<file path="src/design/lpoc_pkg.sv">
// lpoc_pkg: constants and types of the LED output control block
package lpoc_pkg;
  // clock and timing figures
  localparam int  CLK_FREQ_HZ   = 200_000_000;
  localparam real IND_FREQ_KHZ  = 1.5625;
  localparam real DIM_FREQ_HZ   = 190.0;
  localparam real BLINK_MAX_HZ  = 24.0;
  localparam int  IND_STEPS     = 256;
  localparam int  DIM_STEPS     = 16;
  localparam int  GRP_STEPS     = 256;
  // cycles per step, rounded down
  localparam int  IND_STEP_CYC  =
    int'($floor(CLK_FREQ_HZ / (IND_FREQ_KHZ * 1000.0 * IND_STEPS)));
  localparam int  DIM_STEP_CYC  =
    int'($floor(CLK_FREQ_HZ / (DIM_FREQ_HZ * DIM_STEPS)));
  localparam int  BLINK_BASE_CYC =
    int'($floor(CLK_FREQ_HZ / (BLINK_MAX_HZ * GRP_STEPS)));
  // group periods up to this value blink at 6 Hz or faster
  localparam logic [7:0] FAST_BLINK_MAX = 8'h03;
  // register byte offsets
  localparam logic [11:0] CTRL_OFS   = 12'h000;
  localparam logic [11:0] SEL_OFS    = 12'h004;
  localparam logic [11:0] DUTY0_OFS  = 12'h008;
  localparam logic [11:0] GDUTY_OFS  = 12'h018;
  localparam logic [11:0] GPER_OFS   = 12'h01C;
  localparam logic [11:0] STAT_OFS   = 12'h020;
  // control register field positions
  localparam int CTRL_SLEEP_BIT = 0;
  localparam int CTRL_INV_BIT   = 1;
  localparam int CTRL_DRV_BIT   = 2;
  localparam int CTRL_DMB_BIT   = 3;
  // reset values
  localparam logic [3:0] CTRL_RST  = 4'h4;
  localparam logic [7:0] SEL_RST   = 8'h00;
  localparam logic [7:0] DUTY_RST  = 8'h00;
  localparam logic [7:0] GDUTY_RST = 8'h00;
  localparam logic [7:0] GPER_RST  = 8'h00;
  // channel state codes
  typedef enum logic [1:0] {
    LPOC_OFF = 2'b00,
    LPOC_ON  = 2'b01,
    LPOC_IND = 2'b10,
    LPOC_GRP = 2'b11
  } lpoc_chstate_e;
endpackage

</file>
<file path="src/design/lpoc_timing_if.sv">
// lpoc_timing_if: shared timebase from the top to the channels
`timescale 1ns/10ps
`default_nettype none
interface lpoc_timing_if;
  logic       step;
  logic [7:0] indCnt;
  logic       grpOn;
  logic       dimOrBlinkSelect;
  logic       outputInvert;
  logic       outputDriveType;
  logic       sleep;
  modport src (output step, indCnt, grpOn, dimOrBlinkSelect,
               outputInvert, outputDriveType, sleep);
  modport chan (input step, indCnt, grpOn, dimOrBlinkSelect,
                outputInvert, outputDriveType, sleep);
endinterface
`default_nettype wire

</file>
<file path="src/design/lpoc_channel.sv">
// lpoc_channel: one lamp output with its duty modulator and pin mapping
`timescale 1ns/10ps
`default_nettype none
module lpoc_channel
  import lpoc_pkg::*;
(
  // clock and reset
  input  wire logic       ref_clk,
  input  wire logic       srst,
  // shared timebase
  lpoc_timing_if.chan     tb,
  // channel settings
  input  wire logic [7:0] channelDuty,
  input  wire logic [1:0] channelStateField,
  // pin
  output logic            pinOut,
  output logic            pinOe_n
);
  lpoc_chstate_e stateQ;
  logic [7:0]    dutyQ;
  logic          invQ;
  logic          drvQ;
  logic          periodEnd;
  logic          useDim;
  logic          indOn;
  logic          active;
  logic          pinLow;

  // settings apply only as a period starts
  assign periodEnd = tb.step && (tb.indCnt == 8'hFF);
  always_ff @(posedge ref_clk) begin
    if (srst) begin
      stateQ <= LPOC_OFF;
      dutyQ  <= DUTY_RST;
      invQ   <= CTRL_RST[CTRL_INV_BIT];
      drvQ   <= CTRL_RST[CTRL_DRV_BIT];
    end else if (periodEnd) begin
      stateQ <= lpoc_chstate_e'(channelStateField);
      dutyQ  <= channelDuty;
      invQ   <= tb.outputInvert;
      drvQ   <= tb.outputDriveType;
    end
  end

  // modulation and combination
  assign useDim = (stateQ == LPOC_GRP) && !tb.dimOrBlinkSelect;
  assign indOn  = useDim ? (tb.indCnt[5:0] < dutyQ[7:2])
                         : (tb.indCnt < dutyQ);
  always_comb begin
    unique case (stateQ)
      LPOC_OFF: active = 1'b0;
      LPOC_ON:  active = 1'b1;
      LPOC_IND: active = indOn;
      LPOC_GRP: active = indOn && tb.grpOn;
    endcase
  end
  assign pinLow = active ^ invQ;

  // pin drive, frozen in sleep
  always_ff @(posedge ref_clk) begin
    if (srst) begin
      pinOut  <= 1'b1;
      pinOe_n <= 1'b1;
    end else if (!tb.sleep) begin
      pinOut  <= !pinLow;
      pinOe_n <= !(pinLow || drvQ);
    end
  end
endmodule
`default_nettype wire

</file>
<file path="src/design/lpoc_top.sv">
// lpoc_top: APB registers, timebase, group modulator and four channels
//
// Chosen here: the APB register port and the register offsets.
`timescale 1ns/10ps
`default_nettype none
// Contract
// - state 00 off/float or high, 01 on; invert swaps low and high
// - state 10 follows individual duty; open-drain low/float, else low/high
// - invert bit makes active time one minus the programmed duty
// - state 11 combines individual duty with the group signal
// - open-drain drive never switches on the upper transistor
// - individual duty at 1.5625 kHz with 256 steps
// - one group signal shared by all four outputs
// - dimming group signal is 190 Hz with 16 duty steps
// - blinking group period has 256 steps, 24 Hz down to 10.73 s (the code reaches about 10.67 s at most)
// - dimming: 64-step individual duty at 6.25 kHz, period ignored
// - fast blink 6 to 24 Hz: group duty in 64 steps
// - slow blink below 6 Hz: group duty in 256 steps
// - state 10 ignores selector, group duty and group period
// - sleep freezes outputs, no dimming or blinking
module lpoc_top
  import lpoc_pkg::*;
#(
  parameter int IND_CYC   = IND_STEP_CYC,
  parameter int DIM_CYC   = DIM_STEP_CYC,
  parameter int BLINK_CYC = BLINK_BASE_CYC
)(
  // clock and reset
  input  wire logic        ref_clk,
  input  wire logic        srst,
  // apb slave
  input  wire logic [11:0] paddr,
  input  wire logic        psel,
  input  wire logic        penable,
  input  wire logic        pwrite,
  input  wire logic [31:0] pwdata,
  input  wire logic [3:0]  pstrb,
  output logic [31:0]      prdata,
  output logic             pready,
  output logic             pslverr,
  // lamp pins
  output logic [3:0]       lampOutputPinOut,
  output logic [3:0]       lampOutputPinOe_n
);
  lpoc_timing_if tbus ();

  logic [3:0]  ctrlQ;
  logic [7:0]  selQ;
  logic [7:0]  dutyQ [4];
  logic [7:0]  gDutyQ;
  logic [7:0]  gPerQ;
  logic        mapped;
  logic        wrEn;
  logic        sleep;
  logic [31:0] rdMux;
  logic [8:0]  preQ;
  logic        step;
  logic [7:0]  indCntQ;
  logic [16:0] grpPreQ;
  logic [16:0] grpPreMax;
  logic        grpBase;
  logic [7:0]  grpDivQ;
  logic        grpStep;
  logic [7:0]  phaseQ;
  logic [7:0]  phaseD;
  logic        grpWrap;
  logic [7:0]  gDutyS;
  logic [7:0]  gPerS;
  logic        dimS;
  logic        grpOnQ;
  logic        fastBlink;

  assign sleep = ctrlQ[CTRL_SLEEP_BIT];

  // apb decode: zero wait states, unmapped answers an error
  always_comb begin
    mapped = 1'b1;
    rdMux  = 32'h0000_0000;
    unique case (paddr)
      CTRL_OFS:          rdMux = {28'h0, ctrlQ};
      SEL_OFS:           rdMux = {24'h0, selQ};
      DUTY0_OFS:         rdMux = {24'h0, dutyQ[0]};
      DUTY0_OFS + 12'h4: rdMux = {24'h0, dutyQ[1]};
      DUTY0_OFS + 12'h8: rdMux = {24'h0, dutyQ[2]};
      DUTY0_OFS + 12'hC: rdMux = {24'h0, dutyQ[3]};
      GDUTY_OFS:         rdMux = {24'h0, gDutyQ};
      GPER_OFS:          rdMux = {24'h0, gPerQ};
      STAT_OFS:          rdMux = {22'h0, grpOnQ, sleep,
                                  lampOutputPinOe_n, lampOutputPinOut};
      default:           mapped = 1'b0;
    endcase
  end
  assign pready  = 1'b1;
  assign pslverr = psel && penable && !mapped;
  assign wrEn    = psel && penable && pwrite && mapped && pstrb[0];

  // read data captured in the setup cycle
  always_ff @(posedge ref_clk) begin
    if (srst) begin
      prdata <= 32'h0000_0000;
    end else if (psel && !penable && !pwrite) begin
      prdata <= rdMux;
    end
  end

  // control register
  always_ff @(posedge ref_clk) begin
    if (srst) begin
      ctrlQ <= CTRL_RST;
    end else if (wrEn && paddr == CTRL_OFS) begin
      ctrlQ <= pwdata[3:0];
    end
  end

  // channel state and duty registers
  always_ff @(posedge ref_clk) begin
    if (srst) begin
      selQ <= SEL_RST;
      for (int i = 0; i < 4; i++) begin
        dutyQ[i] <= DUTY_RST;
      end
    end else if (wrEn) begin
      if (paddr == SEL_OFS) begin
        selQ <= pwdata[7:0];
      end
      for (int i = 0; i < 4; i++) begin
        if (paddr == DUTY0_OFS + 12'(4 * i)) begin
          dutyQ[i] <= pwdata[7:0];
        end
      end
    end
  end

  // group registers
  always_ff @(posedge ref_clk) begin
    if (srst) begin
      gDutyQ <= GDUTY_RST;
      gPerQ  <= GPER_RST;
    end else if (wrEn) begin
      if (paddr == GDUTY_OFS) begin
        gDutyQ <= pwdata[7:0];
      end
      if (paddr == GPER_OFS) begin
        gPerQ <= pwdata[7:0];
      end
    end
  end

  // individual step prescaler, stopped in sleep
  assign step = !sleep && (preQ == 9'(IND_CYC - 1));
  always_ff @(posedge ref_clk) begin
    if (srst) begin
      preQ <= 9'h000;
    end else if (!sleep) begin
      preQ <= step ? 9'h000 : preQ + 9'h001;
    end
  end

  // individual phase counter shared by all channels
  always_ff @(posedge ref_clk) begin
    if (srst) begin
      indCntQ <= 8'h00;
    end else if (step) begin
      indCntQ <= indCntQ + 8'h01;
    end
  end

  // group step base: DIM_CYC in dimming, BLINK_CYC in blinking
  assign grpPreMax = dimS ? 17'(BLINK_CYC - 1)
                          : 17'(DIM_CYC - 1);
  assign grpBase   = !sleep && (grpPreQ >= grpPreMax);
  always_ff @(posedge ref_clk) begin
    if (srst) begin
      grpPreQ <= 17'h00000;
    end else if (!sleep) begin
      grpPreQ <= grpBase ? 17'h00000 : grpPreQ + 17'h00001;
    end
  end

  // blink period divider; dimming ignores the period
  assign grpStep = grpBase && (!dimS || grpDivQ >= gPerS);
  always_ff @(posedge ref_clk) begin
    if (srst) begin
      grpDivQ <= 8'h00;
    end else if (grpStep) begin
      grpDivQ <= 8'h00;
    end else if (grpBase) begin
      grpDivQ <= grpDivQ + 8'h01;
    end
  end

  // group phase: 16 steps in dimming, 256 in blinking
  assign phaseD  = phaseQ + (dimS ? 8'h01 : 8'h10);
  assign grpWrap = grpStep && (phaseD == 8'h00);
  always_ff @(posedge ref_clk) begin
    if (srst) begin
      phaseQ <= 8'h00;
    end else if (grpStep) begin
      phaseQ <= phaseD;
    end
  end

  // group settings change only at a group period start
  always_ff @(posedge ref_clk) begin
    if (srst) begin
      gDutyS <= GDUTY_RST;
      gPerS  <= GPER_RST;
      dimS   <= CTRL_RST[CTRL_DMB_BIT];
    end else if (grpWrap) begin
      gDutyS <= gDutyQ;
      gPerS  <= gPerQ;
      dimS   <= ctrlQ[CTRL_DMB_BIT];
    end
  end

  // group active phase at the resolution of the mode
  assign fastBlink = gPerS <= FAST_BLINK_MAX;
  always_ff @(posedge ref_clk) begin
    if (srst) begin
      grpOnQ <= 1'b0;
    end else if (!sleep) begin
      if (!dimS) begin
        grpOnQ <= phaseQ[7:4] < gDutyS[7:4];
      end else if (fastBlink) begin
        grpOnQ <= phaseQ[7:2] < gDutyS[7:2];
      end else begin
        grpOnQ <= phaseQ < gDutyS;
      end
    end
  end

  // timebase to the channels
  assign tbus.step             = step;
  assign tbus.indCnt           = indCntQ;
  assign tbus.grpOn            = grpOnQ;
  assign tbus.dimOrBlinkSelect = dimS;
  assign tbus.outputInvert     = ctrlQ[CTRL_INV_BIT];
  assign tbus.outputDriveType  = ctrlQ[CTRL_DRV_BIT];
  assign tbus.sleep            = sleep;

  // four channel outputs
  for (genvar g = 0; g < 4; g++) begin : gCh
    lpoc_channel uCh (
      .ref_clk           (ref_clk),
      .srst              (srst),
      .tb                (tbus.chan),
      .channelDuty       (dutyQ[g]),
      .channelStateField (selQ[2*g +: 2]),
      .pinOut            (lampOutputPinOut[g]),
      .pinOe_n           (lampOutputPinOe_n[g])
    );
  end

  // helper: cycles since last individual step
  logic [8:0] gapQ;
  always_ff @(posedge ref_clk) begin
    if (srst) begin
      gapQ <= 9'h000;
    end else if (step) begin
      gapQ <= 9'h000;
    end else if (!sleep) begin
      gapQ <= gapQ + 9'h001;
    end
  end
endmodule
`default_nettype wire

</file>
<file path="config.mk">
export PLATFORM = sky130hd
export DESIGN_NAME = lpoc_top
export DESIGN_NICKNAME = d
export VERILOG_FILES = /design/src/design/lpoc_pkg.sv /design/src/design/lpoc_timing_if.sv /design/src/design/lpoc_channel.sv /design/src/design/lpoc_top.sv
export SDC_FILE = /design/constraint.sdc
export NUM_CORES = 1
export LEC_CHECK = 0
export BUFFER_PORTS_ARGS = -buffer_cell sky130_fd_sc_hd__buf_2
export CORE_MARGIN = 5
export CORE_UTILIZATION = 55
export CTS_BUF_LIST = sky130_fd_sc_hd__clkbuf_8
export DETAILED_ROUTE_END_ITERATION = 8
export HOLD_SLACK_MARGIN = 0.12
export PLACE_DENSITY = 0.78
export SETUP_SLACK_MARGIN = 0.02
export SYNTH_ARGS = -nofsm -noshare
export SYNTH_HDL_FRONTEND = slang
export SYNTH_SLANG_ARGS = --single-unit
</file>
<file path="constraint.sdc">
create_clock -name ref_clk -period 4.45 [get_ports ref_clk]
set_clock_uncertainty 0.1 [all_clocks]
set_input_delay 0.2225 -clock ref_clk [delete_from_list [all_inputs] [get_ports ref_clk]]
set_output_delay 0.2225 -clock ref_clk [all_outputs]
set_load 0.005 [all_outputs]
</file>
==> impl_metrics.yaml, run 1 <==
placement:
  place_congestion: 0.972
  dpl.hpwl_um: 19500
  port_buffers: 44
  place_ws_ns: 0.877
timing:
  final.setup.tns_ns: 0
  tightestPinTransition_ns: 1.07
  finalCritPeriodShare: 0.813
  relSlewSlack: 0.287
  rsz0062_at_grt: "no"
  max_freq_ghz: 0.277
  setup_ws_ns: 0.834
  setup_viol: 0
  finalHoldViolations: 0
  min_period_ns: 3.62
  drv_slew: 0
cells_and_area:
  drive_gt1_frac: 0.0935
  final_nets: 1367
  fin_util: 0.602
  layout_commonest_cell: "nand2_1"
  final_cell_mix: "nand2_1 (164), dfxtp_1 (156), nor2_1 (92)"
  antenna_cells: 0
  syn2layout_area_growth_pct: 8.04
power:
  p_clk_frac: 0.371
  peakVddDrop_mv: 0.210
  p_leak_nw: 4.16
  swShare: 0.274
  power.internal_w: 0.00222
  seq_power_share: 0.580
  combPwrFrac: 0.049
  powerDensity_nw_per_um2: 272
  power.total_w: 0.00306
  p_sw_w: 0.000839
floorplanning:
  dieArea_um2: 21800
  start_util: 0.558
  dieWidth_um: 148
  core_region_area_um2: 18700
  io_pins: 95
  rows: 50
  die_height_um: 148
worst_setup_path:
  rrSetupSlack_ns: 0.83
  end_kind: "flip-flop"
  crit_fanout: 17
  crit_path_start_kind: "flip-flop"
  path_common_cell: "buf_4"
  path_class: "reg -> reg"
  critical_path.cell_chain: "inv_1 > ha_1 > and4_1 > or4b_1 > a21oi_2 > a221oi_2 > buf_4 > a2111oi_4 > buf_4 > mux2i_1"
  startpoint: "dimS"
  critPathRequiredTime_ns: 4.76
  cpPeakStageDelay_ns: 0.62
  rr_startpoint: "dimS"
  cpLargestDelayFamily: "buffers and inverters"
  crit_buf_inv: 3
  worstPathArrival_ns: 3.93
  slowest_stage: "dfxtp_1"
clock_tree:
  postCtsSetupBuffers: 0
  root_buffer: "clkbuf_8"
  cts-htree-levels: 4
  numClockSinks: 188
  clk_latency_ns: 0.48
  tritoncts: "yes"
  cts_hold_buf: 11
  clockBufferDepth: 2
  cts_repair_resize_count: 0
  cts_made_buffers: 17
  clk_pin_slew_worst_paths_ns: 0.11
drt:
  ant_nets: 0
  drt-initial-drc-count: 950
  routed-via-count: 8673
  via_per_inst: 5.88
  drc_errors: 0
  totalWireLength_um: 26900
  first_pass_iters: 8
  wl_per_cell_um: 18.2
logic_synthesis:
  synth_top_area_cell: "dfxtp_1"
  syn_avg_cell_area_um2: 8.76
  ys_ff_latch: 188
  synthFlopType: "dfxtp_1"
  synth_edf_count: 32
  yosysWarnings: 0
  synth_area_leaders: "dfxtp_1 (30%), ha_1 (10%), edfxtp_1 (9.2%)"
  syn_inst: 1191
  async_flop_share: 0
  yosysTopAreaCellShare: 0.299
  netlist_area_um2: 10400
  netlist-cell-type-count: 73
  yosysSeqAreaShare: 0.392
global_routing:
  grt_pass1_wl_um: 42600
  grt_pass1_vias: 8028
  track_usage: 0.245
  grt_max_degree: 58
  antenna_found_initial: 0
  grt-ovfl-total: 0
worst_hold_path:
  hold_path_class: "in -> reg"
  hold_start: "srst"
run:
  cap_violations: 0
status:
  status: "finished clean"
## layer usage
layer / wire, um / global-route usage
met5: 0 / 0
met4: 737 / 0.0867
met3: 1630 / 0.0399
met2: 12200 / 0.389
met1: 12300 / 0.339
## stage by stage
| stage | cells | hold WS [ns] | area, um2 |
|---|---|---|---|
| detailed placement | 1432 | 0.347 | 10800 |
| CTS | 1475 | 0.120 | 11300 |
| finish | 1475 | 0.158 | 11300 |
| global route | 1475 | 0.143 | 11300 |
| global placement | 1432 | 0.343 | 10800 |
| floorplan | 1212 | 0.251 | 10500 |
## cells by family after synthesis
logic type               after synthesis  share of synthesized area
AND/OR/NAND/NOR                      452                      0.211
AO/OA/AOI/OAI                        226                      0.140
flip-flops                           188                      0.392
buffers and inverters                141                     0.0629
adder cells (fa/ha/maj)               86                      0.103
multiplexers                          67                     0.0660
XOR/XNOR                              29                     0.0244
other                                  2                   0.000720
## final cells by class
class / count / area [um2]
clock buffer: 17 / 234
inverter: 67 / 251
tap: 234 / 293
clock inverter: 15 / 174
multi-input combinational: 883 / 5780
timing repair buffer: 71 / 453
sequential: 188 / 4080
fill: 1660 / 7440
## state kept, by name, indices dropped and copies added, names as in the netlist, 4 cells and up
name,cells
ctrlQ,4
gCh.uCh.pinOe_n,4
indCntQ,8
gCh.uCh.stateQ,8
preQ,9
prdata,10
dutyQ,32
gCh.uCh.pinOut,4
gDutyS,8
gPerQ,8
selQ,8
grpDivQ,8
phaseQ,8
grpPreQ,17
gCh.uCh.dutyQ,32
gDutyQ,8
gPerS,8
## power groups by stage
stage	logic [W]	registers, W	clock network (W)
floorplan	0.000101	0.00180	0
global placement	0.000136	0.00182	0
detailed placement	0.000139	0.00182	0
CTS	0.000147	0.00178	0.00115
global route	0.000163	0.00178	0.00123
finish	0.000149	0.00178	0.00114
## path summary, 6_finish.rpt
kind	cells past startpoint	to
setup / recovery	10	gPerS[3]
hold / removal	2	gPerQ[4]
setup reg to reg	10	gPerS[3]
hold reg to reg	2	gCh[1].uCh.dutyQ[7]
## Yosys cell counts (all sizes together), types with 35 or more instances
cell type    n
inv         66
nor2        93
ha          86
mux2i       62
a21oi       86
nor3        35
nand3       35
nand2      164
o21ai       44
buf         38
clkbuf      36
dfxtp      156
Power figures use the tool's default switching activity.
==> run 2: changes to the inputs <==
--- a/config.mk
+++ b/config.mk
@@ -5,13 +5,14 @@
 export SDC_FILE = /design/constraint.sdc
 export NUM_CORES = 1
 export LEC_CHECK = 0
+export ABC_AREA = 1
 export BUFFER_PORTS_ARGS = -buffer_cell sky130_fd_sc_hd__buf_2
 export CORE_MARGIN = 5
 export CORE_UTILIZATION = 55
 export CTS_BUF_LIST = sky130_fd_sc_hd__clkbuf_8
 export DETAILED_ROUTE_END_ITERATION = 8
 export HOLD_SLACK_MARGIN = 0.12
-export PLACE_DENSITY = 0.78
+export PLACE_DENSITY = 0.77
 export SETUP_SLACK_MARGIN = 0.02
 export SYNTH_ARGS = -nofsm -noshare
 export SYNTH_HDL_FRONTEND = slang
==> constraint.sdc (replaced) <==
create_clock -name ref_clk -period 3.7 [get_ports ref_clk]
set_clock_uncertainty 0.1 [all_clocks]
set_input_delay 0.185 -clock ref_clk [delete_from_list [all_inputs] [get_ports ref_clk]]
set_output_delay 0.185 -clock ref_clk [all_outputs]
set_load 0.005 [all_outputs]
==> run 2 against run 1 <==
Count of clock-buffer cells in the layout unchanged. Utilization down 0.29 points. Worst setup slack better by 0.15 ns. Combinational power up 3%. Critical path depth up 2. Total power up 22%.
==> impl_metrics.yaml, run 2 <==
cells_and_area:
  final_nets: 1694
  layout_commonest_cell: "nand2_1"
  reg.largest.list: "dutyQ: 32 flops, gCh.uCh.dutyQ: 32 flops, grpPreQ: 17 flops"
  syn2layout_area_growth_pct: 7.72
  ff_latch_area_um2: 4080
  final_cell_mix: "nand2_1 (386), nor2_1 (216), inv_1 (185)"
  multi_input_area_um2: 5640
  fillers: 1791
  antenna_cells: 0
  drive_gt1_frac: 0.0835
logic_synthesis:
  synthMuxAreaShare: 0
  synth_top_area_cell: "dfxtp_1"
  synth_area_leaders: "dfxtp_1 (29%), nand2_1 (13%), ha_1 (10%)"
  synthAdderAreaFrac: 0.0997
  synth_top_family_by_area: "simple AND/OR/NAND/NOR gates"
  netlist-cell-type-count: 45
  synthFlopType: "dfxtp_1"
  netlist_area_um2: 10800
  yosysWarnings: 0
  yosysSeqAreaShare: 0.378
  synth_edf_count: 32
  yosysTopAreaCellShare: 0.289
  ys_ff_latch: 188
  async_flop_share: 0
  syn_inst: 1520
  synth_compound_area_frac: 0.103
  yosys-top-cells-count: "nand2_1 (386), nor2_1 (216), inv_1 (185)"
  synth_most_common_cell: "nand2_1"
  syn_avg_cell_area_um2: 7.10
  synth_simple_gate_area_frac: 0.297
  synth-xor-area-share: 0.0138
power:
  p_leak_nw: 5.38
  peakVddDrop_mv: 0.265
  powerDensity_nw_per_um2: 322
  power.total_w: 0.00374
floorplanning:
  start_util: 0.557
  rows: 51
  dieWidth_um: 150
  dieArea_um2: 22500
  io_pins: 95
  die_height_um: 150
  core_region_area_um2: 19400
worst_setup_path:
  critPathRequiredTime_ns: 3.97
  rr_worst_depth: 12
  crit_path_start_kind: "flip-flop"
  path_class: "reg -> reg"
  cpPeakStageDelay_ns: 0.38
  slowest_stage: "nand4_4"
  crit_buf_inv: 1
  worstPathArrival_ns: 2.99
  cpLargestDelayFamily: "simple AND/OR/NAND/NOR gates"
  rrSetupSlack_ns: 0.98
  cp_num_cells: 12
  r2r-end: "gDutyS[5]"
  rr_startpoint: "dimS"
  end_kind: "flip-flop"
  crit_fanout: 34
  critical_path.cell_chain: "buf_4 > ha_1 > ha_1 > or2_2 > nor2_1 > nand2_1 > nor2_1 > nand3_1 > nor2_2 > nand4_4 > nor2_1 > nor2_1"
  path_common_cell: "nor2_1"
placement:
  dpl.hpwl_um: 19400
  place_congestion: 0.945
  place_ws_ns: 1.00
  port_buffers: 44
drt:
  routed-via-count: 9608
  ant_nets: 0
  first_pass_iters: 6
  via_per_inst: 5.24
  totalWireLength_um: 26400
  drc_errors: 0
  wl_per_cell_um: 14.4
  drt-initial-drc-count: 798
global_routing:
  antenna_found_initial: 1
  grt_pass1_wl_um: 42600
  grt_pass1_vias: 8795
  grt_max_degree: 84
  track_usage: 0.238
  grt-ovfl-total: 0
clock_tree:
  tritoncts: "yes"
  clk_pin_slew_worst_paths_ns: 0.10
  cts_made_buffers: 17
  cts_hold_buf: 14
  cts_repair_resize_count: 0
  numClockSinks: 188
  clk_latency_ns: 0.48
  root_buffer: "clkbuf_8"
  clockBufferDepth: 2
  cts-htree-levels: 4
  postCtsSetupBuffers: 0
worst_hold_path:
  whs_endpoint: "prdata[6]"
  hold_start: "srst"
  hold_path_class: "in -> reg"
  hold_depth: 2
timing:
  timing.hold.ws_ns: 0.161
  setup_ws_ns: 0.981
  setup_viol: 0
  final.setup.tns_ns: 0
  finalHoldViolations: 0
  min_period_ns: 2.72
  relSlewSlack: 0.478
  rsz0062_at_grt: "no"
  tightestPinTransition_ns: 0.779
  drv_slew: 0
  max_freq_ghz: 0.368
  finalCritPeriodShare: 0.735
run:
  cap_violations: 0
status:
  status: "finished clean"
[run 2: cell count changes after synthesis, moves of 19 or more]
cell,previous run,this run
a21oi_1,85,113
and2_1,34,0
clkbuf_1,36,17
inv_1,65,185
mux2i_1,62,0
nand2_1,164,386
nand3_1,35,59
nor2_1,93,216
o21ai_0,41,90
[run 2: area by class of cell]
cell class | instances | area share
timing repair buffer | 66 | 0.0372
tap | 265 | 0.0285
sequential | 188 | 0.351
multi-input combinational | 1089 | 0.485
clock buffer | 17 | 0.0201
inverter | 193 | 0.0624
clock inverter | 15 | 0.0158
[run 2: report_power, final]
part | total, W | switching (W) | internal [W]
registers | 0.00213 | 0.0000242 | 0.00210
clock network | 0.00146 | 0.000782 | 0.000681
logic | 0.000153 | 0.000108 | 0.0000453
[run 2: how the worst max path moves through the flow]
stage,end,from
after floorplan,grpDivQ[3],dimS
after global placement,gDutyS[2],dimS
after detailed placement,gDutyS[5],dimS
after CTS,gDutyS[5],dimS
after global routing,gPerS[5],dimS
final,gDutyS[5],dimS
[run 2: through the flow]
| step | util | instances | area (um2) |
|---|---|---|---|
| 2_1_floorplan | - | 1541 | 10900 |
| 3_3_place_gp | 0.571 | 1787 | 11100 |
| 3_5_place_dp | 0.571 | 1787 | 11100 |
| 4_1_cts | 0.600 | 1833 | 11600 |
| 5_1_grt | 0.600 | 1833 | 11600 |
| 6_report | 0.600 | 1833 | 11600 |
[run 2: routing by layer]
| metal | GRT usage | wire (um) | up-vias |
|---|---|---|---|
| met1 | 0.293 | 10900 | 4349 |
| met2 | 0.411 | 12700 | 325 |
| met3 | 0.0461 | 1870 | 68 |
| met5 | 0 | 10 | - |
| met4 | 0.0938 | 879 | 2 |
| li1 | - | - | 4864 |
[run 2: kinds of logic after synthesis]
group / after synthesis
xor gates and xnor gates: 17
buffers and inverters: 264
and+or+nand+nor: 747
adders and majority gates: 86
DFF: 188
other: 2
AOI/OAI and AO/OA: 216
